--- config.mk ---
export PLATFORM = sky130hd
export DESIGN_NAME = ilc_top
export DESIGN_NICKNAME = d
export VERILOG_FILES = /design/src/logic/ilc_pkg.sv /design/src/logic/ilc_store.sv /design/src/logic/ilc_top.sv
export VERILOG_INCLUDE_DIRS = /design/src /design/src/logic
export SDC_FILE = /design/constraint.sdc
export NUM_CORES = 1
export LEC_CHECK = 0
export ABC_AREA = 0
export BUFFER_PORTS_ARGS = -buffer_cell sky130_fd_sc_hd__buf_2
export CAP_MARGIN = 20
export CORE_MARGIN = 2
export CORE_UTILIZATION = 50
export CTS_BUF_LIST = sky130_fd_sc_hd__clkbuf_4 sky130_fd_sc_hd__clkbuf_8
export DETAILED_ROUTE_END_ITERATION = 10
export PLACE_DENSITY_LB_ADDON = 0.08
export SLEW_MARGIN = 40
export SYNTH_ARGS = -nofsm -noshare
export SYNTH_HDL_FRONTEND = slang
export SYNTH_SLANG_ARGS = --single-unit
--- constraint.sdc ---
create_clock -name sys_clk -period 17.2 [get_ports sys_clk]
set_clock_uncertainty 0.15 [all_clocks]
set_input_delay 1.72 -clock sys_clk [delete_from_list [all_inputs] [get_ports sys_clk]]
set_output_delay 1.72 -clock sys_clk [all_outputs]
set_load 0.05 [all_outputs]
--- src/logic/ilc_cfg.svh ---
// Purpose: constants for the instruction loop cache
// Assumes: one 40 MHz instruction clock, synchronous active-high reset
// Notes: widths, reset values and timing counts live here; types live in ilc_pkg
//
// Behaviour
// - Store holds sixteen entries of one 24-bit instruction each.
// - Every memory fetch is also written at entry given by address low four bits.
// - Next instruction is fetched while the current one executes.
// - Data transfer on program bus loads instruction register from the store.
// - Invalid store entry clears instruction register; one extra cycle fetches it.
// - Store is the source only when a data access collides with fetch.
// - Monitor keeps counts of valid entries ahead of and behind execution.
// - Validity covers only contiguous addresses, at most sixteen words.
// - Jump outside the held range invalidates every entry.
// - After invalidation valid count grows with each sequential fetch up to sixteen.
// - Full store overwrites the oldest entry, index wrapping modulo sixteen.
// - Jumps and loop-backs inside the held region keep entries valid.
// - Loop fitting in the store misses only on its first pass.
// - Cached loop takes instruction from store while both data buses move operands.
// - Caching needs no software setup, maintenance or special instructions.
`ifndef ILC_CFG_SVH
`define ILC_CFG_SVH

`define ILC_WORD_W 24
`define ILC_DEPTH 16
`define ILC_IDX_W 4
`define ILC_ADDR_W 14
`define ILC_CNT_W 5
`define ILC_CNT_FULL 5'h10
`define ILC_CNT_RESET 5'h00
`define ILC_IR_RESET 24'h000000
`define ILC_ADDR_RESET 14'h0000
`define ILC_MISS_CYCLES 1

`endif

--- src/logic/ilc_pkg.sv ---
// Purpose: types shared by the instruction loop cache files
// Assumes: ilc_cfg.svh supplies the widths
// Notes: the whole state of the top module is one packed struct
`include "ilc_cfg.svh"

package ilc_pkg;

    typedef logic [`ILC_ADDR_W-1:0] ilc_addr_t;
    typedef logic [`ILC_WORD_W-1:0] ilc_word_t;
    typedef logic [`ILC_IDX_W-1:0] ilc_idx_t;
    typedef logic [`ILC_CNT_W-1:0] ilc_cnt_t;

    typedef enum logic [0:0] {ILC_RUN, ILC_MISS} ilc_state_t;

    typedef struct packed {
        ilc_state_t state;
        ilc_word_t ir;
        logic ir_valid;
        logic from_cache;
        logic stall;
        ilc_addr_t top;
        ilc_cnt_t cnt;
        ilc_addr_t exec;
        ilc_cnt_t ahead;
        ilc_cnt_t behind;
    } ilc_regs_t;

endpackage

--- src/logic/ilc_store.sv ---
// Purpose: sixteen-word instruction store with one write and one read port
// Assumes: write on the clock edge, read is combinational
// Notes: no reset on the array; validity is tracked outside by the monitor
`timescale 1ns/1ps
`include "ilc_cfg.svh"

module ilc_store (
    input wire logic sys_clk, // instruction clock
    input wire logic we, // write strobe
    input wire ilc_pkg::ilc_idx_t waddr, // write index
    input wire ilc_pkg::ilc_word_t wdata, // instruction to store
    input wire ilc_pkg::ilc_idx_t raddr, // read index
    output ilc_pkg::ilc_word_t rdata // stored instruction
);
    import ilc_pkg::*;

    ilc_word_t mem [`ILC_DEPTH];

    // contents need no reset, so the array stays plain storage
    always_ff @(posedge sys_clk)
    begin
        if (we)
        begin
            mem[waddr] <= wdata;
        end
    end

    assign rdata = mem[raddr];
endmodule

--- src/logic/ilc_top.sv ---
// Purpose: instruction loop cache with contiguity monitor for a program sequencer
// Assumes: sequencer presents the next fetch address each cycle and holds it while stall is high
// Notes: no software-visible registers; the cache works transparently
`timescale 1ns/1ps
`include "ilc_cfg.svh"

module ilc_top (
    input wire logic sys_clk, // instruction clock, 40 MHz
    input wire logic srst, // synchronous reset, active high
    input wire logic fetch_req, // sequencer wants an instruction this cycle
    input wire ilc_pkg::ilc_addr_t fetch_addr, // program address of that instruction
    input wire logic pm_data_xfer, // program bus carries a data transfer this cycle
    input wire ilc_pkg::ilc_word_t program_memory_data_bus, // instruction from program memory
    output ilc_pkg::ilc_word_t instr_word, // instruction register
    output logic instr_valid, // instruction register loaded with a good word this cycle
    output logic instr_from_cache, // that word came from the store
    output logic stall, // miss cycle: hold the fetch address
    output ilc_pkg::ilc_cnt_t ahead_count, // valid entries ahead of execution
    output ilc_pkg::ilc_cnt_t behind_count // valid entries behind execution
);
    import ilc_pkg::*;

    ilc_regs_t r;
    ilc_regs_t next_r;
    ilc_word_t cache_rdata;
    logic st_we;
    logic hit;
    logic run_req;

    // address lies in the contiguous window ending at top, cnt words long
    function automatic logic in_region(ilc_addr_t a, ilc_addr_t top, ilc_cnt_t cnt);
        ilc_addr_t diff;
        diff = top - a;
        return (cnt != `ILC_CNT_RESET) && (diff < ilc_addr_t'(cnt));
    endfunction

    // count after fetching address a from memory
    function automatic ilc_cnt_t grown_cnt(ilc_addr_t a, ilc_addr_t top, ilc_cnt_t cnt);
        ilc_cnt_t res;
        res = cnt;
        if (cnt != `ILC_CNT_RESET && a == top + ilc_addr_t'(1))
        begin
            res = (cnt == `ILC_CNT_FULL) ? cnt : cnt + ilc_cnt_t'(1);
        end
        else if (!in_region(a, top, cnt))
        begin
            res = ilc_cnt_t'(1); // out-of-range target restarts the window
        end
        return res;
    endfunction

    // new top of window after fetching address a from memory
    function automatic ilc_addr_t grown_top(ilc_addr_t a, ilc_addr_t top, ilc_cnt_t cnt);
        return in_region(a, top, cnt) ? top : a;
    endfunction

    ilc_store u_store (
        .sys_clk(sys_clk),
        .we(st_we),
        .waddr(fetch_addr[`ILC_IDX_W-1:0]),
        .wdata(program_memory_data_bus),
        .raddr(fetch_addr[`ILC_IDX_W-1:0]),
        .rdata(cache_rdata)
    );

    assign hit = in_region(fetch_addr, r.top, r.cnt);
    assign run_req = (r.state == ILC_RUN) && fetch_req;

    // source selection, miss handling and monitor update
    always_comb
    begin
        next_r = r;
        st_we = 1'b0;
        next_r.ir_valid = 1'b0;
        next_r.from_cache = 1'b0;
        case (r.state)
            ILC_RUN:
            begin
                if (fetch_req)
                begin
                    next_r.exec = fetch_addr;
                    if (pm_data_xfer)
                    begin
                        if (hit)
                        begin
                            next_r.ir = cache_rdata;
                            next_r.ir_valid = 1'b1;
                            next_r.from_cache = 1'b1;
                        end
                        else
                        begin
                            next_r.ir = `ILC_IR_RESET;
                            next_r.stall = 1'b1;
                            next_r.state = ILC_MISS;
                        end
                    end
                    else
                    begin
                        // prefetch path: memory feeds the register and the store together
                        next_r.ir = program_memory_data_bus;
                        next_r.ir_valid = 1'b1;
                        st_we = 1'b1;
                        next_r.cnt = grown_cnt(fetch_addr, r.top, r.cnt);
                        next_r.top = grown_top(fetch_addr, r.top, r.cnt);
                    end
                end
            end
            ILC_MISS:
            begin
                // extra cycle: program bus is free again, fetch the missed word
                next_r.ir = program_memory_data_bus;
                next_r.ir_valid = 1'b1;
                next_r.stall = 1'b0;
                st_we = 1'b1;
                next_r.cnt = grown_cnt(r.exec, r.top, r.cnt);
                next_r.top = grown_top(r.exec, r.top, r.cnt);
                next_r.state = ILC_RUN;
            end
            default:
            begin
                next_r.state = ILC_RUN;
            end
        endcase
        // counts are measured from the executing address, so a branch re-centres them
        if (in_region(next_r.exec, next_r.top, next_r.cnt))
        begin
            next_r.ahead = ilc_cnt_t'(next_r.top - next_r.exec);
            next_r.behind = next_r.cnt - next_r.ahead - ilc_cnt_t'(1);
        end
        else
        begin
            next_r.ahead = `ILC_CNT_RESET;
            next_r.behind = `ILC_CNT_RESET;
        end
    end

    // all state registered here; reset empties the window
    always_ff @(posedge sys_clk)
    begin
        if (srst)
        begin
            r.state <= ILC_RUN;
            r.ir <= `ILC_IR_RESET;
            r.ir_valid <= 1'b0;
            r.from_cache <= 1'b0;
            r.stall <= 1'b0;
            r.top <= `ILC_ADDR_RESET;
            r.cnt <= `ILC_CNT_RESET;
            r.exec <= `ILC_ADDR_RESET;
            r.ahead <= `ILC_CNT_RESET;
            r.behind <= `ILC_CNT_RESET;
        end
        else
        begin
            r <= next_r;
        end
    end

    // outputs straight from the state flops; no config inputs exist
    assign instr_word = r.ir;
    assign instr_valid = r.ir_valid;
    assign instr_from_cache = r.from_cache;
    assign stall = r.stall;
    assign ahead_count = r.ahead;
    assign behind_count = r.behind;
endmodule

---- Word-level counts from Yosys, hierarchy flattened ----
Memory sizes are Yosys's and may differ from the RTL's.
Cells that the tools add are included.
operators by class
  add/subtract/negate cells ............... 7
  multipliers ............................. 0
  div/mod/pow operators ................... 0
  order comparisons ....................... 3
  eq/ne operators ......................... 6
  shifts and indexed selects .............. 0
  multiplexer cells ....................... 24
  bitwise gates (word level) .............. 4
  reductions and logical operators ........ 10
operator list
  operator                                                            count
  61-bit two-way mux                                                  1
  26-bit one-hot mux with 2 select lines                              1
  14-bit by 5-bit < comparator with 1-bit output                      3
  14-bit two-way mux                                                  3
  14-bit subtractor                                                   3
  20-bit one-hot mux with 2 select lines                              1
  14-bit == test                                                      2
  25-bit two-way mux                                                  1
  5-bit two-way mux                                                   5
  24-bit two-way mux                                                  1
  19-bit two-way mux                                                  1
  14-bit by 1-bit adder with 14-bit output, second input constant     1
  5-bit nonzero test                                                  2
  1-bit two-way mux                                                   7
  2-bit inequality test, second input constant                        3
  5-bit by 1-bit adder with 5-bit output, second input constant       1
  5-bit == test, second input constant                                1
  1-bit logical AND                                                   5
  5-bit by 1-bit subtractor with 5-bit output, second input constant  1
  5-bit subtractor                                                    1
  2-bit two-way mux                                                   2
  1-bit NOT                                                           4
  4-bit OR reduction                                                  1
  3-bit AND reduction                                                 1
  other kinds (2)                                                     2
word-level totals
  register bits after elaboration ......... 71
  latch bits .............................. 0
  bits in writable memories ............... 384
  memory bits (read-only) ................. 0
  output and inout bits ................... 37
  word-level logic and storage cells ...... 65
  memories kept ........................... 1
memories
  memory       depth  bits a word  read ports  clocked after Yosys merged registers in  write ports  line             source
  u_store.mem  16     24           1           0                                        1            ilc_store.sv:17  ilc_word_t mem [`ILC_DEPTH];

---- Logic depth before layout (Yosys ltp) ----
Gate-level depths: netlist of the first run.
  depth after elaboration ................. 13
  gate-level depth with buffers ........... 37
  gate-level depth less buffers ........... 31

---- Cells and area by module ----
A second synthesis of the first run with hierarchy kept.
second synthesis, totals
  cell total of the unflattened synthesis .. 1,529
  area total of the unflattened synthesis .. 21,574.4 um^2
modules (own cells, without submodules)
  module     times used  cells an instance  area each (um^2)  sequential area each (um^2)
  ilc_store  1           612                14,450.1          11,531.1
  ilc_top    1           917                7,124.3           1,421.4

---- Worst setup path after synthesis of the first run ----
No wires, ideal clock.
  path kind ............................... input-to-reg
  start point ............................. in fetch_addr[3]
  end point ............................... reg r, in the netlist ahead_count[4]
  setup time .............................. 0.096 ns
  data arrival time ....................... 8.550 ns
  required time ........................... 16.954 ns
  slack ................................... 8.404 ns
  stages .................................. 35
  buffers on the path ..................... 6
  path through ............................ clkbuf_1 inv_2 buf_1 clkbuf_1 ha_1 nor2_1 nand2_1 and3_1 ha_1 a21o_1 a2bb2oi_1 and3_1 nand2_1 and4b_1 and4_1 buf_2 nor2_1 buf_2 o21ai_0 o21ai_0 ha_1 inv_1 fa_1 xnor2_1 inv_1 ha_1 o21a_1 o21a_1 o21ai_0 o2111ai_1 nor3_1 nand3_1 a211o_1 buf_1 nor4b_1
on the way
  word-level cells in the longest chain between the ends .. 12
  elaborated cells between the ends (all ways) .. 18
  those cells by class .................... 2 x add/sub; 2 x order compare; 1 x eq/ne; 7 x mux; 1 x bitwise; 5 x reduce/logical
ends and longest elaborated chain
  what                                                                                         line                           source
  from (decl)                                                                                  ilc_top.sv:11                  input wire ilc_pkg::ilc_addr_t fetch_addr,
  14-bit subtractor                                                                            ilc_top.sv:33                  diff = top - a;
  14-bit by 5-bit < comparator with 1-bit output                                               ilc_top.sv:34                  return (cnt != `ILC_CNT_RESET) && (diff < ilc_addr_t'(cnt));
  1-bit logical AND                                                                            ilc_top.sv:34
  14-bit two-way mux / 5-bit two-way mux (equally long branches)                               ilc_top.sv:54, ilc_top.sv:45
  19-bit two-way mux / 5-bit two-way mux (equally long branches)                               ilc_top.sv:82, ilc_top.sv:41
  61-bit two-way mux (*)                                                                       ilc_top.sv:79                  if (fetch_req)
  20-bit one-hot mux with 2 select lines / 61-bit two-way mux (equally long branches)          ilc_top.sv:76, ilc_top.sv:79
  14-bit subtractor / 20-bit one-hot mux with 2 select lines (equally long branches)           ilc_top.sv:127, ilc_top.sv:76
  14-bit by 5-bit < comparator with 1-bit output / 5-bit nonzero test (equally long branches)  n/a
  1-bit logical AND                                                                            ilc_top.sv:34
  1-bit NOT (no source line)                                                                   n/a
  2-bit OR reduction (no source line)                                                          n/a
  to (signal assigned)                                                                         ilc_top.sv:155                 r <= next_r;
  to (decl)                                                                                    ilc_top.sv:23                  ilc_regs_t r;
Mark *: on every way between the ends. The rest lies on a longest branch, timed or not. The select of a mux whose other input is x is not followed.
A chain may end at the register's enable or synchronous reset.

---- Worst setup path after layout of the first run ----
  start point ............................. in fetch_addr[1]
  end point ............................... reg r, in the netlist ahead_count[1]
The elaborated chain is that of the path after synthesis.

==> metrics, run 1 <==
Slowest-stage cell, CP=a2111oi_1; Hold Path End=instr_word[17]$_SDFFE_PP0P_; Critical R2R Capture=ahead_count[1]$_SDFF_PP0_; FILL cells=3395; Num CTS Buffers=76; Via Count=13232; Syn Nets=1597; Final min period=8230 ps; Cells after Synth=1492; Final Util=57.1%; commonest cells after routing, fill and taps aside=384 x edfxtp_1, 120 x mux4_2, 115 x nor2_1; Lkg Pwr=8.42 nW; Crit path arrival time=8580 ps; Total GRT Usage=25.7%; DP Wirelength=34700 um; core footprint=42200 sq um; nets=1681; Reg-to-Reg Start=r[29]$_SDFF_PP0_; Worst-Margin Slew=739 ps; Layout area overhead=12.3%; post-route ant nets=0; max incr delay on CP=680 ps; CP Depth=29; root buffer cell=clkbuf_8; post-synthesis register bit count=455; pre-CTS worst setup slack=8310 ps; asr flop ratio synth=0%; multi-input logic area=7870 sq um; post-synth cell types=77; Register Area=13000 sq um; die extent in x=211 um; TritonRoute pass-1 iters=6; first-pass GRT wire length=83600 um; final setup violating endpoints=0; R2R depth=28; status=finished clean; commonest non-fill, non-tap cell in the layout=edfxtp_1; vias in the first global route=13282; Hold-fix buffers, CTS=0; maxcap violations=0; RSZ-0062 raised after global routing=no; Final WS setup=8970 ps; setup bufs post-CTS=0; gr ovfl total=0; Final period util=47.9%; DR vias/cell=6.08; share of cells above drive strength 1=24.7%; Clock Latency Late Sink=640 ps; number of port buffers=78; crit path capture type=register; Starting Density=50.9%; CTS sink count=455; synth warn=0; maximum vdd drop=0.0858 mV; kind of critical path=in2reg; Critical Path RT=17550 ps; crit path max fanout=44; initial antenna violation count=4; CTS tree=yes; Sum Neg Setup Slack=0 ps; PD cells=104 nW/um^2; clk buf depth=3; Die Height=211 um; clock-pin slew on the worst setup and hold paths=60 ps; io pins=79; Post-synth EDFFs=384; Routed WL=55800 um; Worst Hold Launch=instr_word[17]$_SDFFE_PP0P_; FP Rows=75; Min-Delay Path Depth=2; WL per Instance=25.7 um; Hold Fails Final Rpt=0; CP top delay family=compound AO/OA/AOI/OAI gates; initial drt markers=1209; post-synthesis sequential area ratio=60.3%; Worst setup SP type=input pin; reg2reg setup slack=9750 ps; FMAX=121 MHz; post-route DRC violation count=0; syn avg cell area=14.4 sq um; Min-Delay Path Class=reg2reg; PostCTS Resize Cnt=0; Post-Synthesis Cell Area=21500 sq um; Max-slew headroom=50.7%; largest net degree at the start of global routing=71; Slew Viols, Final=0; Die ar.=44700 sq um; GP Congestion=0.888; CP bufs+invs=6; Clock H-tree levels=3; Most used DFF post-synth=edfxtp_1
==> power by group <==
part | internal, mW | total [mW] | switching [mW]
registers | 1.21 | 1.23 | 0.0154
clock network | 0.534 | 0.966 | 0.432
logic | 0.123 | 0.310 | 0.187
total | 1.87 | 2.50 | 0.634
==> layer usage <==
| layer | GRT usage [%] | up-vias | wire, um |
|---|---|---|---|
| li1 | - | 5962 | - |
| met4 | 9.20 | 4 | 1640 |
| met3 | 5.33 | 98 | 3570 |
| met5 | 0 | - | 25 |
| met2 | 42.4 | 503 | 27400 |
| met1 | 34.1 | 6665 | 23200 |
==> final cells by class <==
class / instances / share of cell area, %
sequential: 455 / 53.7
multi-input combinational: 863 / 32.6
clock buffer: 114 / 5.75
timing repair buffer: 115 / 3.47
tap: 539 / 2.79
inverter: 65 / 1.01
clock inverter: 23 / 0.690
antenna: 1 / 0.0104
==> synthesized netlist by cell type, types with 14 or more instances <==
master    instances  area share [%]
nor2_1          128             2.2
xnor2_1          28             1.1
nand3_1          29            0.68
a21oi_1          79             1.8
mux4_2          120              13
buf_4            35             1.2
and2_1           18            0.52
clkbuf_1         42            0.73
edfxtp_1        384              54
a21o_1           18            0.63
ha_1             59             3.4
buf_1            20            0.35
dfxtp_1          71             6.6
nand2_1          53            0.93
mux2i_1          22             1.0
o21ai_0          50             1.2
nor4_1           26            0.76
nor3_1           25            0.58
nand2b_1         14            0.41
xor2_1           15            0.61
inv_1            64             1.1
==> worst max-delay path by stage <==
| stage | start | endpoint | slack [ps] |
|---|---|---|---|
| after global routing | fetch_addr[1] | behind_count[4]$_SDFF_PP0_ | 8400 |
| after floorplan | fetch_addr[3] | ahead_count[4]$_SDFF_PP0_ | 8400 |
| final | fetch_addr[1] | ahead_count[1]$_SDFF_PP0_ | 8970 |
| after CTS | fetch_addr[1] | ahead_count[1]$_SDFF_PP0_ | 8970 |
| after global placement | fetch_addr[1] | ahead_count[4]$_SDFF_PP0_ | 8380 |
| after detailed placement | fetch_addr[1] | behind_count[0]$_SDFF_PP0_ | 8310 |
==> sequential cells by signal (all words and copies together) (netlist names) <==
register	count
r	34
behind_count	5
stall	1
ahead_count	5
instr_valid	1
instr_word	24
instr_from_cache	1
u_store.mem	384
==> metrics by stage <==
stage / instance area (sq um) / hold slack [ps] / instances / total power [mW]
floorplan: 21500 / 319 / 1492 / 1.47
CTS: 24100 / 352 / 2173 / 2.53
detailed placement: 22500 / 336 / 2036 / 1.56
global placement: 22300 / 328 / 2027 / 1.55
global route: 24100 / 366 / 2174 / 2.60
finish: 24100 / 349 / 2175 / 2.50
==> kinds of logic (layout without fill, tap and decap cells) <==
logic type,after synthesis,count (layout),synth area share (%)
adder cells (fa/ha/maj),63,63,3.81
other,0,1,0
AO/OA/AOI/OAI,252,252,7.95
AND/OR/NAND/NOR,354,354,8.17
flip-flops,455,455,60.3
buffers and inverters,174,317,3.72
XOR/XNOR,49,49,2.32
multiplexers,145,145,13.8
==> worst register-to-register path, delay by kind of cell (launching register included) <==
family,cells,cell delay [ps]
AOI/OAI and AO/OA,10,2400
xor gates and xnor gates,2,360
adders and majority gates,5,1520
buffers and inverters,4,720
DFF,1,420
and+or+nand+nor,7,1750
(Power assumes the default switching activity.)
==> run 2: changes to the inputs <==
clock period = 7.8 ns   (was 17.2 ns; I/O delays follow)
==> metrics, run 2 (same netlist as run 1, synthesis figures left out) <==
number of port buffers=78 (unchanged); core footprint=42200 sq um (unchanged); Seq pwr share=49.0% (about the same); final setup violating endpoints=0 (unchanged); clk buf depth=3 (unchanged); initial drt markers=1169 (-3.3%); Critical Path RT=8170 ps (-9380 ps); commonest non-fill, non-tap cell in the layout=edfxtp_1; first-pass GRT wire length=83200 um (-0.55%); Max-slew headroom=43.2% (-7.4 points); Min-Delay Path Depth=2 (unchanged); Worst-Margin Slew=849 ps (+109 ps); most used cell, CP=ha_1; largest net degree at the start of global routing=59 (-17%); reg2reg setup slack=590 ps (-9160 ps); FP Rows=75 (unchanged); Via Count=13294 (+0.47%); Final WS setup=590 ps (-8380 ps); P_sw=1.40 mW (+120%); Reg-to-Reg Start=r[29]$_SDFF_PP0_; PostCTS Resize Cnt=0 (unchanged); nets=1682 (+0.059%); share of cells above drive strength 1=24.8% (+0.046 points); io pins=79 (unchanged); Total GRT Usage=25.7% (-0.045 points); Lkg Pwr=8.40 nW (-0.31%); CTS sink count=455 (unchanged); maxcap violations=0 (unchanged); largest reg by FF count=u_store.mem; clock power share=38.3% (-0.3 points); CTS tree=yes; pre-CTS worst setup slack=407 ps (-7900 ps); Combinational Power Share=12.6% (+0.2 points); Starting Density=50.9% (unchanged); setup bufs post-CTS=0 (unchanged); kind of critical path=reg2reg; PD cells=229 nW/um^2 (+120%); crit path capture type=register; Min-Delay Path Class=in2reg; Crit path arrival time=7580 ps (-1000 ps); vias in the first global route=13208 (-0.56%); R2R depth=28 (unchanged); initial antenna violation count=2 (-2); TritonRoute pass-1 iters=7 (+1); Worst Hold Launch=fetch_req; commonest cells after routing, fill and taps aside=384 x edfxtp_1, 120 x mux4_2, 115 x nor2_1; met3 wire len=3260 um (-8.8%); root buffer cell=clkbuf_8; Hold-fix buffers, CTS=0 (unchanged); post-route DRC violation count=0 (unchanged); Routed WL=56100 um (+0.57%); Worst setup SP type=register; FMAX=139 MHz; Slowest-stage cell, CP=or4b_1; GP Congestion=0.928 (+4.5%); RSZ-0062 raised after global routing=no; max incr delay on CP=530 ps (-150 ps); Slew Viols, Final=0 (unchanged); max FFs per register=384 (unchanged); Die Height=211 um (unchanged); internal power=4.10 mW (+120%); DP Wirelength=33700 um (-2.7%); WL per Instance=25.8 um (+0.53%); Clock H-tree levels=3 (unchanged); post-route ant nets=0 (unchanged); Critical R2R Capture=behind_count[3]$_SDFF_PP0_; clock-pin slew on the worst setup and hold paths=60 ps (about the same); gr ovfl total=0 (unchanged); Num CTS Buffers=76 (unchanged); Sum Neg Setup Slack=0 ps (unchanged); DR vias/cell=6.11 (+0.42%); top sig layer=met5; switching part of the total=25.5% (+0.13 points); status=finished clean; placed cell areas=22500 sq um (-0.16%); Hold Fails Final Rpt=0 (unchanged); die extent in x=211 um (unchanged); Final min period=7210 ps; Layout area overhead=11.9%; Design Area, Final=24100 sq um (-0.32%); Die ar.=44700 sq um (unchanged); maximum vdd drop=0.217 mV (+150%); DR WL met2=27400 um (about the same); Clock Latency Late Sink=650 ps (about the same); Metal-1 WL=23700 um (+2.1%); Final period util=92.4%; crit path max fanout=26 (-41%); Hold Path End=instr_word[13]$_SDFFE_PP0P_
run 2: cell types whose count changed in the layout (fill, tap and decap cells not counted), moves of 2 or more:
cell and delta:
buf_8 -5, inv_6 +2, buf_6 +3, buf_4 +5
clkbuf_8 +2, buf_16 -2
run 2: stage by stage:
step	utilization (%)	hold WS, ps	power (mW)	instances
finish	57.0	340	5.51	2176
global route	57.0	333	5.72	2175
CTS	56.9	296	5.55	2175
detailed placement	53.3	342	3.44	2038
global placement	53.0	326	3.44	2034
floorplan	-	319	3.24	1492
run 2: worst max-delay path by stage:
stage                     startpoint  slack (ps)  cells after the start                         end
CTS                 r[29]$_SDFF_PP0_         380                     28  behind_count[3]$_SDFF_PP0_
detailed placement  r[29]$_SDFF_PP0_         410                     28  behind_count[3]$_SDFF_PP0_
finish              r[29]$_SDFF_PP0_         590                     28  behind_count[3]$_SDFF_PP0_
global route        r[29]$_SDFF_PP0_          10                     28  behind_count[3]$_SDFF_PP0_
global placement       fetch_addr[0]         700                     24   ahead_count[4]$_SDFF_PP0_
floorplan              fetch_addr[3]         130                     35   ahead_count[4]$_SDFF_PP0_
run 2: worst max-delay path, delay by kind of cell (launching register included):
family,cells,cell delay (ps)
flip-flops,1,390
AND/OR/NAND/NOR,7,1860
AO/OA/AOI/OAI,10,2290
buffers and inverters,4,600
adder cells (fa/ha/maj),5,1420
XOR/XNOR,2,370
run 2: metal layers:
| layer | GRT usage (%) | up-vias |
|---|---|---|
| met3 | 4.63 | 103 |
| met5 | 0 | - |
| met2 | 42.0 | 473 |
| met4 | 9.40 | 4 |
| met1 | 34.8 | 6755 |
| li1 | - | 5959 |
run 2: power by group through the flow:
stage	Clock, mW	Combinational [mW]	Sequential [mW]
after global placement	0	0.686	2.75
final	2.11	0.695	2.70
after detailed placement	0	0.691	2.75
after floorplan	0	0.501	2.74
after CTS	2.16	0.695	2.70
after global routing	2.25	0.763	2.70
run 2: area by class of cell:
class                      instances  area (sq um)
fill                            3394         18200
sequential                       455         13000
multi-input combinational        863          7870
clock buffer                     115          1410
timing repair buffer             116           779
tap                              539           674
inverter                          65           244
clock inverter                    22           129
antenna                            1          2.50
